--- src/common/psd_regs.svh ---
/*
  Constants of the post-scale divider block: counter count, scan chain
  layout, reset values and register word indices.
  Assumes it is included by its bare name and defines nothing else.
*/
`ifndef PSD_REGS_SVH
`define PSD_REGS_SVH

// Number of post-scale counters
`define PSD_NUM_CNT 5
// Bits of one counter's setting in the scan chain
`define PSD_CFG_W 18
// Whole scan chain, five settings
`define PSD_CHAIN_W 90
// Field positions inside one setting
`define PSD_HI_MSB 17
`define PSD_HI_LSB 10
`define PSD_LO_MSB 9
`define PSD_LO_LSB 2
`define PSD_BYP_BIT 1
`define PSD_ODD_BIT 0
// Reset setting: high 1, low 1, no bypass, even
`define PSD_CFG_RST 18'h00404
// Reset of the output enables
`define PSD_OE_RST 5'h1F
// Register word indices
`define PSD_ADDR_CTRL 4'h0
`define PSD_ADDR_STATUS 4'h1
`define PSD_ADDR_CFG0 4'h2

`endif

--- src/common/psd_pkg.sv ---
/*
  Types of the post-scale divider block.
  Assumes the constants header is compiled alongside.
*/
package psd_pkg;

  // Scan load sequence; one bit flips per step except IDLE to APPLY and APPLY back to IDLE
  typedef enum logic [1:0] {
    PSD_IDLE = 2'b00,
    PSD_SHIFT = 2'b01,
    PSD_APPLY = 2'b11
  } psd_scan_state_t;

  // Register word index
  typedef logic [3:0] psd_addr_t;

  // Counter select of the phase step port
  typedef logic [2:0] psd_sel_t;

endpackage : psd_pkg

--- src/rtl/psd_top.sv ---
/*
  Post-scale divider with run-time reload: five counters divide the
  VCO clock, a scan port reloads their settings, a phase step port
  nudges each output that is not bypassed by one VCO cycle, and a small
  register port gates outputs and shows state.
  Assumes sys_clk_i is the VCO clock and all control inputs come from
  logic on that clock.
*/
// Added by the designer: the address-and-strobe port and the register offsets.
`timescale 1ns/1ps
`include "psd_regs.svh"

module psd_top (
  input wire logic sys_clk_i,
  input wire logic rst_i,
  input wire logic ce_i,
  input wire logic scan_shift_i,
  input wire logic scan_data_i,
  input wire logic scan_update_i,
  output logic scan_done_o,
  input wire logic phase_step_i,
  input wire psd_pkg::psd_sel_t phase_sel_i,
  input wire logic phase_up_i,
  output logic phase_done_o,
  input wire psd_pkg::psd_addr_t reg_addr_i,
  input wire logic [31:0] reg_wdata_i,
  input wire logic reg_we_i,
  input wire logic reg_re_i,
  output logic [31:0] reg_rdata_o,
  output logic [4:0] out_clk_o
);
  import psd_pkg::*;

  // Shadow chain filled by the scan port
  logic [`PSD_CHAIN_W-1:0] chain_reg;
  // Settings the counters run on
  logic [`PSD_CHAIN_W-1:0] active_reg;
  // Scan load sequence
  psd_scan_state_t state_reg;
  psd_scan_state_t state_next;
  // Apply cycle of the sequence
  logic apply_w;
  // Counters restart one cycle after apply
  logic restart_reg;
  // Done pulses
  logic scan_done_reg;
  logic phase_done_reg;
  // Output enables, software written
  logic [4:0] oe_reg;
  // Number of completed reloads
  logic [7:0] upd_cnt_reg;
  // Read data and its next value
  logic [31:0] rdata_reg;
  logic [31:0] rdata_next;
  // Phase steps waiting, and their direction
  logic [4:0] pend_reg;
  logic [4:0] dir_reg;
  // Phase step taken by a counter this cycle
  logic [4:0] adj_w;
  // Step accepted from the port this cycle
  logic [4:0] take_w;
  // Counter output levels, rising and falling edge copies
  logic [4:0] pos_reg;
  logic [4:0] neg_reg;

  assign apply_w = (state_reg == PSD_APPLY);

  // Next state of the scan load
  always_comb
  begin
    state_next = state_reg;
    case (state_reg)
      // Wait for shifting or an update
      PSD_IDLE:
      begin
        if (scan_update_i)
          state_next = PSD_APPLY;
        else if (scan_shift_i)
          state_next = PSD_SHIFT;
      end
      // Chain filling; update ends it
      PSD_SHIFT:
      begin
        if (scan_update_i)
          state_next = PSD_APPLY;
      end
      // One cycle of transfer
      PSD_APPLY:
        state_next = PSD_IDLE;
      // Unused code returns to idle
      default:
        state_next = PSD_IDLE;
    endcase
  end

  // State register
  always_ff @(posedge sys_clk_i or posedge rst_i)
  begin
    if (rst_i)
      state_reg <= PSD_IDLE;
    else if (ce_i)
      state_reg <= state_next;
  end

  // Shadow chain shifts in one bit per shift cycle, all fields of every setting
  always_ff @(posedge sys_clk_i or posedge rst_i)
  begin
    if (rst_i)
      chain_reg <= {`PSD_NUM_CNT{`PSD_CFG_RST}};
    else if (ce_i && scan_shift_i)
      chain_reg <= {chain_reg[`PSD_CHAIN_W-2:0], scan_data_i};
  end

  // Whole chain moves to the counters at once
  always_ff @(posedge sys_clk_i or posedge rst_i)
  begin
    if (rst_i)
      active_reg <= {`PSD_NUM_CNT{`PSD_CFG_RST}};
    else if (ce_i && apply_w)
      active_reg <= chain_reg;
  end

  // Restart strobe and done pulse follow the apply cycle
  always_ff @(posedge sys_clk_i or posedge rst_i)
  begin
    if (rst_i)
    begin
      restart_reg <= 1'b0;
      scan_done_reg <= 1'b0;
    end
    else if (ce_i)
    begin
      restart_reg <= apply_w;
      scan_done_reg <= apply_w;
    end
  end

  // Reload counter for software
  always_ff @(posedge sys_clk_i or posedge rst_i)
  begin
    if (rst_i)
      upd_cnt_reg <= 8'h00;
    else if (ce_i && apply_w)
      upd_cnt_reg <= upd_cnt_reg + 8'h01;
  end

  // Phase done pulse when any counter takes its step
  always_ff @(posedge sys_clk_i or posedge rst_i)
  begin
    if (rst_i)
      phase_done_reg <= 1'b0;
    else if (ce_i)
      phase_done_reg <= |adj_w;
  end

  // Output enables written by software
  always_ff @(posedge sys_clk_i or posedge rst_i)
  begin
    if (rst_i)
      oe_reg <= `PSD_OE_RST;
    else if (ce_i && reg_we_i && reg_addr_i == `PSD_ADDR_CTRL)
      oe_reg <= reg_wdata_i[4:0];
  end

  // Read multiplexer; unmapped words read zero
  always_comb
  begin
    rdata_next = 32'h00000000;
    if (reg_re_i)
    begin
      if (reg_addr_i == `PSD_ADDR_CTRL)
        rdata_next = {27'h0000000, oe_reg};
      else if (reg_addr_i == `PSD_ADDR_STATUS)
        rdata_next = {16'h0000, upd_cnt_reg, 3'h0, pend_reg};
      for (int k = 0; k < `PSD_NUM_CNT; k++)
      begin
        // Running setting of counter k
        if (reg_addr_i == 4'(`PSD_ADDR_CFG0 + k))
          rdata_next = {14'h0000, active_reg[k*`PSD_CFG_W +: `PSD_CFG_W]};
      end
    end
  end

  // Read data stands only in the cycle after the strobe
  always_ff @(posedge sys_clk_i or posedge rst_i)
  begin
    if (rst_i)
      rdata_reg <= 32'h00000000;
    else if (ce_i)
      rdata_reg <= rdata_next;
  end

  // One block per post-scale counter
  genvar gi;
  generate
    for (gi = 0; gi < `PSD_NUM_CNT; gi++)
    begin : g_cnt
      // This counter's running setting
      logic [`PSD_CFG_W-1:0] cfg_w;
      logic [7:0] hi_w;
      logic [7:0] lo_w;
      logic byp_w;
      logic odd_w;
      // Phase lengths in VCO cycles
      logic [8:0] hl_w;
      logic [8:0] ll_w;
      // Down counter of the current phase
      logic [8:0] cnt_reg;
      logic term_w;
      // Run length helper and its validity
      logic [8:0] run_reg;
      logic clean_reg;

      assign cfg_w = active_reg[gi*`PSD_CFG_W +: `PSD_CFG_W];
      assign hi_w = cfg_w[`PSD_HI_MSB:`PSD_HI_LSB];
      assign lo_w = cfg_w[`PSD_LO_MSB:`PSD_LO_LSB];
      assign byp_w = cfg_w[`PSD_BYP_BIT];
      assign odd_w = cfg_w[`PSD_ODD_BIT];
      assign term_w = (cnt_reg == 9'h001);
      assign take_w[gi] = phase_step_i && !pend_reg[gi] &&
                          (phase_sel_i == 3'(gi));

      // Lengths; odd mode moves one cycle from high to low
      always_comb
      begin
        if (odd_w)
        begin
          hl_w = (hi_w <= 8'h02) ? 9'h001 : {1'b0, hi_w} - 9'h001;
          ll_w = {1'b0, lo_w} + 9'h001;
        end
        else
        begin
          hl_w = (hi_w == 8'h00) ? 9'h001 : {1'b0, hi_w};
          ll_w = (lo_w == 8'h00) ? 9'h001 : {1'b0, lo_w};
        end
      end

      // Pending step taken mid-phase; advance needs room for two
      assign adj_w[gi] = pend_reg[gi] && !term_w && !restart_reg &&
                         (dir_reg[gi] || cnt_reg > 9'h002);

      // Phase step request of this counter
      always_ff @(posedge sys_clk_i or posedge rst_i)
      begin
        if (rst_i)
        begin
          pend_reg[gi] <= 1'b0;
          dir_reg[gi] <= 1'b0;
        end
        else if (ce_i)
        begin
          // Taking clears; a busy counter refuses new steps
          if (adj_w[gi])
            pend_reg[gi] <= 1'b0;
          else if (take_w[gi])
          begin
            pend_reg[gi] <= 1'b1;
            dir_reg[gi] <= phase_up_i;
          end
        end
      end

      // High and low phase counting on VCO rising edges
      always_ff @(posedge sys_clk_i or posedge rst_i)
      begin
        if (rst_i)
        begin
          cnt_reg <= 9'h001;
          pos_reg[gi] <= 1'b0;
        end
        else if (ce_i)
        begin
          // Fresh settings start a high phase
          if (restart_reg)
          begin
            cnt_reg <= hl_w;
            pos_reg[gi] <= 1'b1;
          end
          // End of phase flips level, loads other length
          else if (term_w)
          begin
            pos_reg[gi] <= !pos_reg[gi];
            cnt_reg <= pos_reg[gi] ? ll_w : hl_w;
          end
          // Delay holds one cycle, advance skips one
          else if (adj_w[gi])
            cnt_reg <= dir_reg[gi] ? cnt_reg : cnt_reg - 9'h002;
          else
            cnt_reg <= cnt_reg - 9'h001;
        end
      end

      // Falling edge copy stretches high by half a cycle
      always_ff @(negedge sys_clk_i or posedge rst_i)
      begin
        if (rst_i)
          neg_reg[gi] <= 1'b0;
        else if (ce_i)
          neg_reg[gi] <= pos_reg[gi];
      end

      // Run length of the current level
      always_ff @(posedge sys_clk_i or posedge rst_i)
      begin
        if (rst_i)
        begin
          run_reg <= 9'h001;
          clean_reg <= 1'b0;
        end
        else if (ce_i)
        begin
          run_reg <= (restart_reg || term_w) ? 9'h001 : run_reg + 9'h001;
          if (restart_reg || adj_w[gi])
            clean_reg <= 1'b0;
          else if (term_w)
            clean_reg <= 1'b1;
        end
      end

      // Bypass passes the VCO; odd adds the falling edge copy
      assign out_clk_o[gi] = oe_reg[gi] &
        (byp_w ? sys_clk_i : (pos_reg[gi] | (odd_w & neg_reg[gi])));

      a_high_time: assert property (@(posedge sys_clk_i) disable iff (rst_i)
        ce_i && term_w && pos_reg[gi] && clean_reg && !restart_reg
        |-> run_reg == hl_w)
        else $error("high phase length wrong");

      a_low_time: assert property (@(posedge sys_clk_i) disable iff (rst_i)
        ce_i && term_w && !pos_reg[gi] && clean_reg && !restart_reg
        |-> run_reg == ll_w)
        else $error("low phase length wrong");

      // Copy held high through the half cycle before the fall
      a_odd_extend: assert property (@(posedge sys_clk_i) disable iff (rst_i)
        ce_i && $fell(pos_reg[gi]) |-> $past(neg_reg[gi]))
        else $error("falling edge copy missing");
    end
  endgenerate

  assign scan_done_o = scan_done_reg;
  assign phase_done_o = phase_done_reg;
  assign reg_rdata_o = rdata_reg;

  a_apply_full: assert property (@(posedge sys_clk_i) disable iff (rst_i)
    !$stable(active_reg) |-> $past(state_reg) == PSD_APPLY)
    else $error("settings changed outside apply");

  a_apply_copy: assert property (@(posedge sys_clk_i) disable iff (rst_i)
    ce_i && state_reg == PSD_APPLY |=> active_reg == $past(chain_reg))
    else $error("apply did not copy chain");

  a_phase_done: assert property (@(posedge sys_clk_i) disable iff (rst_i)
    ce_i && (|take_w) |-> ##[1:600] phase_done_reg)
    else $error("phase step never taken");

  a_read_ctrl: assert property (@(posedge sys_clk_i) disable iff (rst_i)
    ce_i && reg_re_i && reg_addr_i == `PSD_ADDR_CTRL
    |=> reg_rdata_o == {27'h0000000, $past(oe_reg)})
    else $error("control readback wrong");

  a_count_step: assert property (@(posedge sys_clk_i) disable iff (rst_i)
    ce_i && state_reg == PSD_APPLY |=> upd_cnt_reg == $past(upd_cnt_reg) + 8'h01)
    else $error("reload count not stepped");

endmodule : psd_top

--- config.mk ---
export PLATFORM = sky130hd
export DESIGN_NAME = psd_top
export DESIGN_NICKNAME = d
export VERILOG_FILES = /design/src/common/psd_pkg.sv /design/src/rtl/psd_top.sv
export VERILOG_INCLUDE_DIRS = /design/src /design/src/common
export SDC_FILE = /design/constraint.sdc
export NUM_CORES = 1
export LEC_CHECK = 0
export BUFFER_PORTS_ARGS = -buffer_cell sky130_fd_sc_hd__buf_4
export CELL_PAD_IN_SITES_DETAIL_PLACEMENT = 1
export CELL_PAD_IN_SITES_GLOBAL_PLACEMENT = 2
export CORE_ASPECT_RATIO = 0.5
export CORE_MARGIN = 1
export CORE_UTILIZATION = 40
export CTS_BUF_LIST = sky130_fd_sc_hd__clkbuf_4 sky130_fd_sc_hd__clkbuf_8
export DETAILED_ROUTE_END_ITERATION = 16
export GPL_TIMING_DRIVEN = 0
export PLACE_DENSITY = 0.81
export SLEW_MARGIN = 0
export SYNTH_ARGS = -nofsm -noshare
export SYNTH_HDL_FRONTEND = slang
export SYNTH_SLANG_ARGS = --single-unit
--- constraint.sdc ---
create_clock -name sys_clk_i -period 13.5 [get_ports sys_clk_i]
set_clock_uncertainty 0.15 [all_clocks]
set_input_delay 2.7 -clock sys_clk_i [delete_from_list [all_inputs] [get_ports sys_clk_i]]
set_output_delay 2.7 -clock sys_clk_i [all_outputs]
set_load 0.01 [all_outputs]
# Word-level counts from Yosys, hierarchy flattened
# Index checks and enable logic that the tools add are counted.
[totals]
input_bits = 49
output_inout_bits = 39
elab_cells = 290
ff_bits = 294
[classes]
bitwise = 20
addsub = 21
n_reduce_logical = 95
n_lt_le_gt_ge = 10
eq_ne = 24
mux = 87
[op_table]
columns = ["operator", "n"]
rows = [
  ["2-to-1 mux 9 bit", 40],
  ["2-to-1 mux 32 bit", 6],
  ["zero test 8 bit", 10],
  ["2-to-1 mux 8 bit", 10],
  ["adder 8 x 1 -> 9 bit (second input constant)", 5],
  ["== test 9 x 1 -> 1 bit (second input constant)", 5],
  ["greater-than comparator 9 x 2 -> 1 bit (second input constant)", 5],
  ["subtractor 8 x 1 -> 9 bit (second input constant)", 5],
  ["subtractor 9 x 1 -> 9 bit (second input constant)", 5],
  ["subtractor 9 x 2 -> 9 bit (second input constant)", 5],
  ["<= comparator 8 x 2 -> 1 bit (second input constant)", 5],
  ["2-to-1 mux 16 bit", 2],
  ["AND reduction 2 bit", 15],
  ["logical AND 1 bit", 29],
  ["2-to-1 mux 1 bit", 25],
  ["!= test 4 x 3 -> 1 bit (second input constant)", 5],
  ["nonzero test 2 bit", 10],
  ["AND reduction 3 bit", 6],
  ["zero test 1 bit", 16],
  ["== test 4 x 3 -> 1 bit (second input constant)", 3],
  ["bitwise AND 1 bit", 10],
  ["adder 8 x 1 -> 8 bit (second input constant)", 1],
  ["== test 4 x 2 -> 1 bit (second input constant)", 2],
  ["== test 3 x 2 -> 1 bit (second input constant)", 2],
  ["16 further kinds", 30],
]

# Longest topological paths before layout
# Gate-level depths: netlist of the first run.
[logic_depth]
word_depth = 9
depth_mapped = 10
mapped_depth_nobuf = 9

==> results.yml, run 1 <==
outcome:
  outcome: "complete, no violations"
worst_setup_path:
  startpoint_type: "primary input"
  critPathMaxStageDelay_ns: 0.73
  criticalPathCategory: "in -> reg"
  crit_chain: "buf_4, clkbuf_1, clkbuf_1, buf_1, mux2_2"
  reg2reg_slack_ns: 5.43
  crit_arrival_ns: 5.35
  r2r-end: "neg_reg[1]$_DFFE_NP0P_"
  end_kind: "register"
  path_max_fanout: 10
  crit_slowest_cell: "buf_1"
  worstRegToRegCells: 2
  cpMostUsedCell: "clkbuf_1"
  r2r_start: "pos_reg[1]$_DFFE_PP0P_"
  critical_path_required_ns: 7.12
global_route:
  grt_pass1_vias: 15100
  grt_pass1_wl_mm: 91.0
  antenna_found_initial: 1
  grt-ovfl-total: 0
  grt_util_all_layers: 0.293
  grt_max_degree: 43
final_layout:
  final_cell_mix: "nand2_1, dfrtp_1, mux2_2"
  final_util: 0.469
  multi_input_area_sq_mm: 0.00845
  area_growth_pct: 14.4
  layout.nets: 1985
  drive_above_1_share: 0.169
  n_fill_cell: 4588
  regArea_sq_mm: 0.00704
  diodes: 0
  final_common_cell: "nand2_1"
timing:
  holdWs_ns: 0.315
  finalSetupViolCount: 0
  slew_violations: 0
  timing.final.ws_setup_ns: 1.76
  rsz0062_at_grt: "false"
  tightest_slew_ns: 1.16
  fin_setup_tns_ns: 0
  hold_viol: 0
  maxSlewHeadroom: 0.229
route:
  route.detailed.drc: 0
  via_per_inst: 5.91
  totalWireLength_mm: 59.3
  drt_iter0_markers: 1131
  wl_per_cell_microns: 24.2
  drtAntennaViolNets: 0
  vias: 14500
  firstDrtPassIters: 6
clock_tree:
  holdBufCountCts: 0
  post_cts_buffers: 0
  clock_latency_ns: 0.71
  cts_resized: 0
  cts_tree: "yes"
  path_clk_slew_ns: 0.05
floorplan:
  die_w_microns: 286
  die_area_sq_mm: 0.0413
  die_y_microns: 144
  initial_core_util: 0.410
  pin_count: 88
  core_sq_mm: 0.0394
  rows: 51
place:
  pre_cts_slack_ns: 1.11
  dp_hpwl_mm: 45.1
  place_congestion: 0.953
  port_buffers: 44
power_and_ir_drop:
  p_int_w: 0.00189
  p_comb_frac: 0.302
  p_clk_frac: 0.309
  net-switching-power_w: 0.00116
  total_power_w: 0.00305
  switching_share: 0.382
  p_seq_frac: 0.388
  leakage_nw: 8.29
  cellPowerDensity_mw_per_mm2: 165
  peakVddDrop_mv: 0.0764
logic_synthesis:
  synth_area_leaders: "dfrtp_1, mux2_2, nand2_1"
  synth_edf_count: 0
  syn_area_sq_mm: 0.0162
  synth_seq_area_share: 0.436
  synth_cell_types: 78
  yosys_register_bits: 280
  yosysTopAreaCellShare: 0.379
  yosys_warnings: 0
  synth_cells: 1769
  synth_ff_type: "dfrtp_1"
  async_reset_ff_frac: 1.00
  synth_top_area_cell: "dfrtp_1"
  avgSynthCellArea_sq_um: 9.13
worst_hold_path:
  min_path_type: "reg -> reg"
  worstHoldEndpoint: "neg_reg[1]$_DFFE_NP0P_"
  hp-start: "neg_reg[1]$_DFFE_NP0P_"
  hold_depth: 1
job:
  drv_cap: 0
synth_stat cells, types with 8 or more instances:
| cell | count |
|---|---|
| nand2_1 | 340 |
| dfrtp_1 | 245 |
| mux2_2 | 115 |
| o21ai_0 | 112 |
| nor2_1 | 101 |
| a21oi_1 | 84 |
| clkbuf_1 | 84 |
| inv_1 | 61 |
| ha_1 | 51 |
| nand3_1 | 40 |
| nor3_1 | 39 |
| dfstp_2 | 30 |
| xnor2_1 | 27 |
| nand4_1 | 26 |
| nor2b_1 | 25 |
| xor2_1 | 25 |
| mux2i_1 | 24 |
| a22oi_1 | 21 |
| o2bb2ai_1 | 20 |
| a211oi_1 | 18 |
| a31oi_1 | 18 |
| and3_1 | 16 |
| nor4_1 | 16 |
| buf_4 | 14 |
| a221oi_1 | 13 |
| o21a_1 | 13 |
| nand2b_1 | 12 |
| o31ai_1 | 10 |
| a222oi_1 | 8 |
| buf_1 | 8 |
| nor3b_1 | 8 |
| nor4b_1 | 8 |
| o211ai_1 | 8 |
power groups by stage:
stage	Sequential (W)	Clock, W	Combinational (W)
after floorplan	0.00112	0.00000447	0.000661
after global placement	0.00118	0.00000850	0.000867
after detailed placement	0.00120	0.00000850	0.000914
after CTS	0.00118	0.000963	0.000920
after global routing	0.00120	0.000998	0.00102
final	0.00119	0.000944	0.000922
stage by stage:
stage               cell area, sq um  cells
global route                   18500   2452
global placement               17200   2356
finish                         18500   2452
floorplan                      16200   1782
detailed placement             17300   2363
CTS                            18500   2452
per-layer routing:
metal,part of all wire,track usage,up-vias,wire (microns)
met5,0,0,-,0
met4,0.019,0.0726,0,1100
met3,0.087,0.0765,96,5140
met2,0.44,0.454,441,26000
met1,0.46,0.408,7436,27000
li1,-,-,6515,-
worst max-delay path, delay by kind of cell:
family | cells | cell delay [ns]
buffers and inverters | 4 | 2.22
muxes | 1 | 0.41
how the worst max path moves through the flow:
| stage | from | endpoint | slack [ns] | cells past startpoint |
|---|---|---|---|---|
| global route | ce_i | neg_reg[0]$_DFFE_NP0P_ | 1.71 | 5 |
| CTS | ce_i | neg_reg[0]$_DFFE_NP0P_ | 1.80 | 5 |
| global placement | rst_i | neg_reg[3]$_DFFE_NP0P_ | -1.35 | 2 |
| floorplan | rst_i | neg_reg[0]$_DFFE_NP0P_ | 0.37 | 1 |
| detailed placement | ce_i | neg_reg[0]$_DFFE_NP0P_ | 1.11 | 5 |
| finish | ce_i | neg_reg[0]$_DFFE_NP0P_ | 1.76 | 5 |
cell families after synthesis:
kind of cell	synth area share
mux	0.0950
fa+ha+maj	0.0395
flops	0.436
xor+xnor	0.0282
compound gates	0.167
buf+inv	0.0439
simple gates	0.190
other cells	0.000232
layout make-up:
type / count / share of cell area
clock buffer: 84 / 0.0561
multi-input combinational: 1330 / 0.457
inverter: 62 / 0.0128
tap: 530 / 0.0359
clock inverter: 10 / 0.00745
timing repair buffer: 46 / 0.0234
sequential: 280 / 0.381
buffer: 110 / 0.0258
No activity file was read; power rests on OpenSTA's default activity.
==> run 2: changes to the inputs <==
--- a/config.mk
+++ b/config.mk
@@ -16,6 +16,7 @@
 export DETAILED_ROUTE_END_ITERATION = 16
 export GPL_TIMING_DRIVEN = 0
 export PLACE_DENSITY = 0.81
+export RECOVER_POWER = 100
 export SLEW_MARGIN = 0
 export SYNTH_ARGS = -nofsm -noshare
 export SYNTH_HDL_FRONTEND = slang
==> results.yml, run 2 (synthesized netlist as in run 1, its figures left out) <==
power_and_ir_drop:
  total_power_w: 0.00305
  peakVddDrop_mv: 0.0766
  cellPowerDensity_mw_per_mm2: 166
  leakage_nw: 8.16
clock_tree:
  holdBufCountCts: 0
  post_cts_buffers: 0
  cts_tree: "yes"
  path_clk_slew_ns: 0.05
  clock_latency_ns: 0.70
  cts_resized: 0
worst_setup_path:
  reg2reg_slack_ns: 5.43
  cpMostUsedCell: "buf_12"
  crit_arrival_ns: 6.20
  crit_slowest_cell: "clkbuf_1"
  crit_chain: "clkbuf_4, clkinvlp_2, clkbuf_1, buf_12, buf_12, buf_12"
  startpoint_type: "primary input"
  criticalPathCategory: "in -> async"
  cp_num_buf_inv: 6
  worstRegToRegCells: 2
  path_max_fanout: 42
  critical_path_required_ns: 7.53
  critPathMaxStageDelay_ns: 1.69
  r2r-end: "neg_reg[1]$_DFFE_NP0P_"
  r2r_start: "pos_reg[1]$_DFFE_PP0P_"
  end_kind: "async pin"
  path_delay_family: "buffers and inverters"
timing:
  tightest_slew_ns: 2.29
  maxSlewHeadroom: -0.528
  finalSetupViolCount: 0
  rsz0062_at_grt: "false"
  fin_setup_tns_ns: 0
  hold_viol: 0
  timing.final.ws_setup_ns: 1.33
  slew_violations: 72
global_route:
  grt_util_all_layers: 0.293
  grt_pass1_wl_mm: 91.0
  antenna_found_initial: 1
  grt_max_degree: 43
  grt-ovfl-total: 0
  grt_pass1_vias: 15100
route:
  vias: 14500
  totalWireLength_mm: 59.4
  route.detailed.drc: 0
  via_per_inst: 5.90
  wl_per_cell_microns: 24.2
  drtAntennaViolNets: 0
  drt_iter0_markers: 1134
  firstDrtPassIters: 7
floorplan:
  rows: 51
  die_w_microns: 286
  die_area_sq_mm: 0.0413
  initial_core_util: 0.410
  die_y_microns: 144
  core_sq_mm: 0.0394
  pin_count: 88
outcome:
  violations: "capacitance limit, slew limit"
  outcome: "finished with violations"
worst_hold_path:
  worstHoldEndpoint: "neg_reg[4]$_DFFE_NP0P_"
  hp-start: "neg_reg[4]$_DFFE_NP0P_"
  min_path_type: "reg -> reg"
  hold_depth: 1
final_layout:
  final_cell_mix: "nand2_1, dfrtp_1, clkbuf_1"
  drive_above_1_share: 0.153
  n_fill_cell: 4611
  area_growth_pct: 13.6
  fin_area_sq_mm: 0.0183
  multi_input_area_sq_mm: 0.00845
  final_common_cell: "nand2_1"
  regArea_sq_mm: 0.00704
  layout.nets: 1985
place:
  place_congestion: 0.953
  dpl_cell_area_sq_mm: 0.0173
  pre_cts_slack_ns: 1.11
  port_buffers: 44
  dp_hpwl_mm: 45.1
job:
  drv_cap: 2
-- run 2: cell types whose count changed in the layout (fill, tap and decap cells not counted), sizes merged --
cell | previous run | this run
clkbuf | 163 | 197
buf | 77 | 43
diode | 0 | 1
-- run 2: report_power, final --
part	total, W	internal, W	switching, W
Clock	0.000941	0.000531	0.000410
Combinational	0.000920	0.000357	0.000563
Sequential	0.00119	0.000993	0.000193
Total	0.00305	0.00188	0.00117
-- run 2: routing by layer --
metal | share of wire | track usage
met5 | 0 | 0
met4 | 0.018 | 0.0726
met3 | 0.077 | 0.0765
met1 | 0.47 | 0.408
met2 | 0.44 | 0.454
-- run 2: final cells by class --
cell class | instances | share of cell area
Clock buffer | 84 | 0.0555
Multi-Input combinational cell | 1330 | 0.461
Timing Repair Buffer | 46 | 0.0175
Inverter | 62 | 0.0128
Antenna cell | 1 | 0.000136
Buffer | 110 | 0.0260
Sequential cell | 280 | 0.384
Clock inverter | 10 | 0.00750
Tap cell | 530 | 0.0361
-- run 2: worst max path at each step --
stage | start | end | slack, ns | cells past startpoint
after detailed placement | ce_i | neg_reg[0]$_DFFE_NP0P_ | 1.11 | 5
final | rst_i | neg_reg[3]$_DFFE_NP0P_ | 1.33 | 6
after global placement | rst_i | neg_reg[3]$_DFFE_NP0P_ | -1.35 | 2
after CTS | ce_i | neg_reg[0]$_DFFE_NP0P_ | 1.80 | 5
after floorplan | rst_i | neg_reg[0]$_DFFE_NP0P_ | 0.37 | 1
after global routing | rst_i | neg_reg[3]$_DFFE_NP0P_ | 0.88 | 6
-- run 2: per-stage QoR --
step / hold slack, ns / utilization / std cells
floorplan: 0.283 / - / 1782
global placement: 0.302 / 0.437 / 2356
detailed placement: 0.309 / 0.441 / 2363
CTS: 0.316 / 0.469 / 2452
global route: 0.332 / 0.466 / 2452
finish: 0.313 / 0.466 / 2453
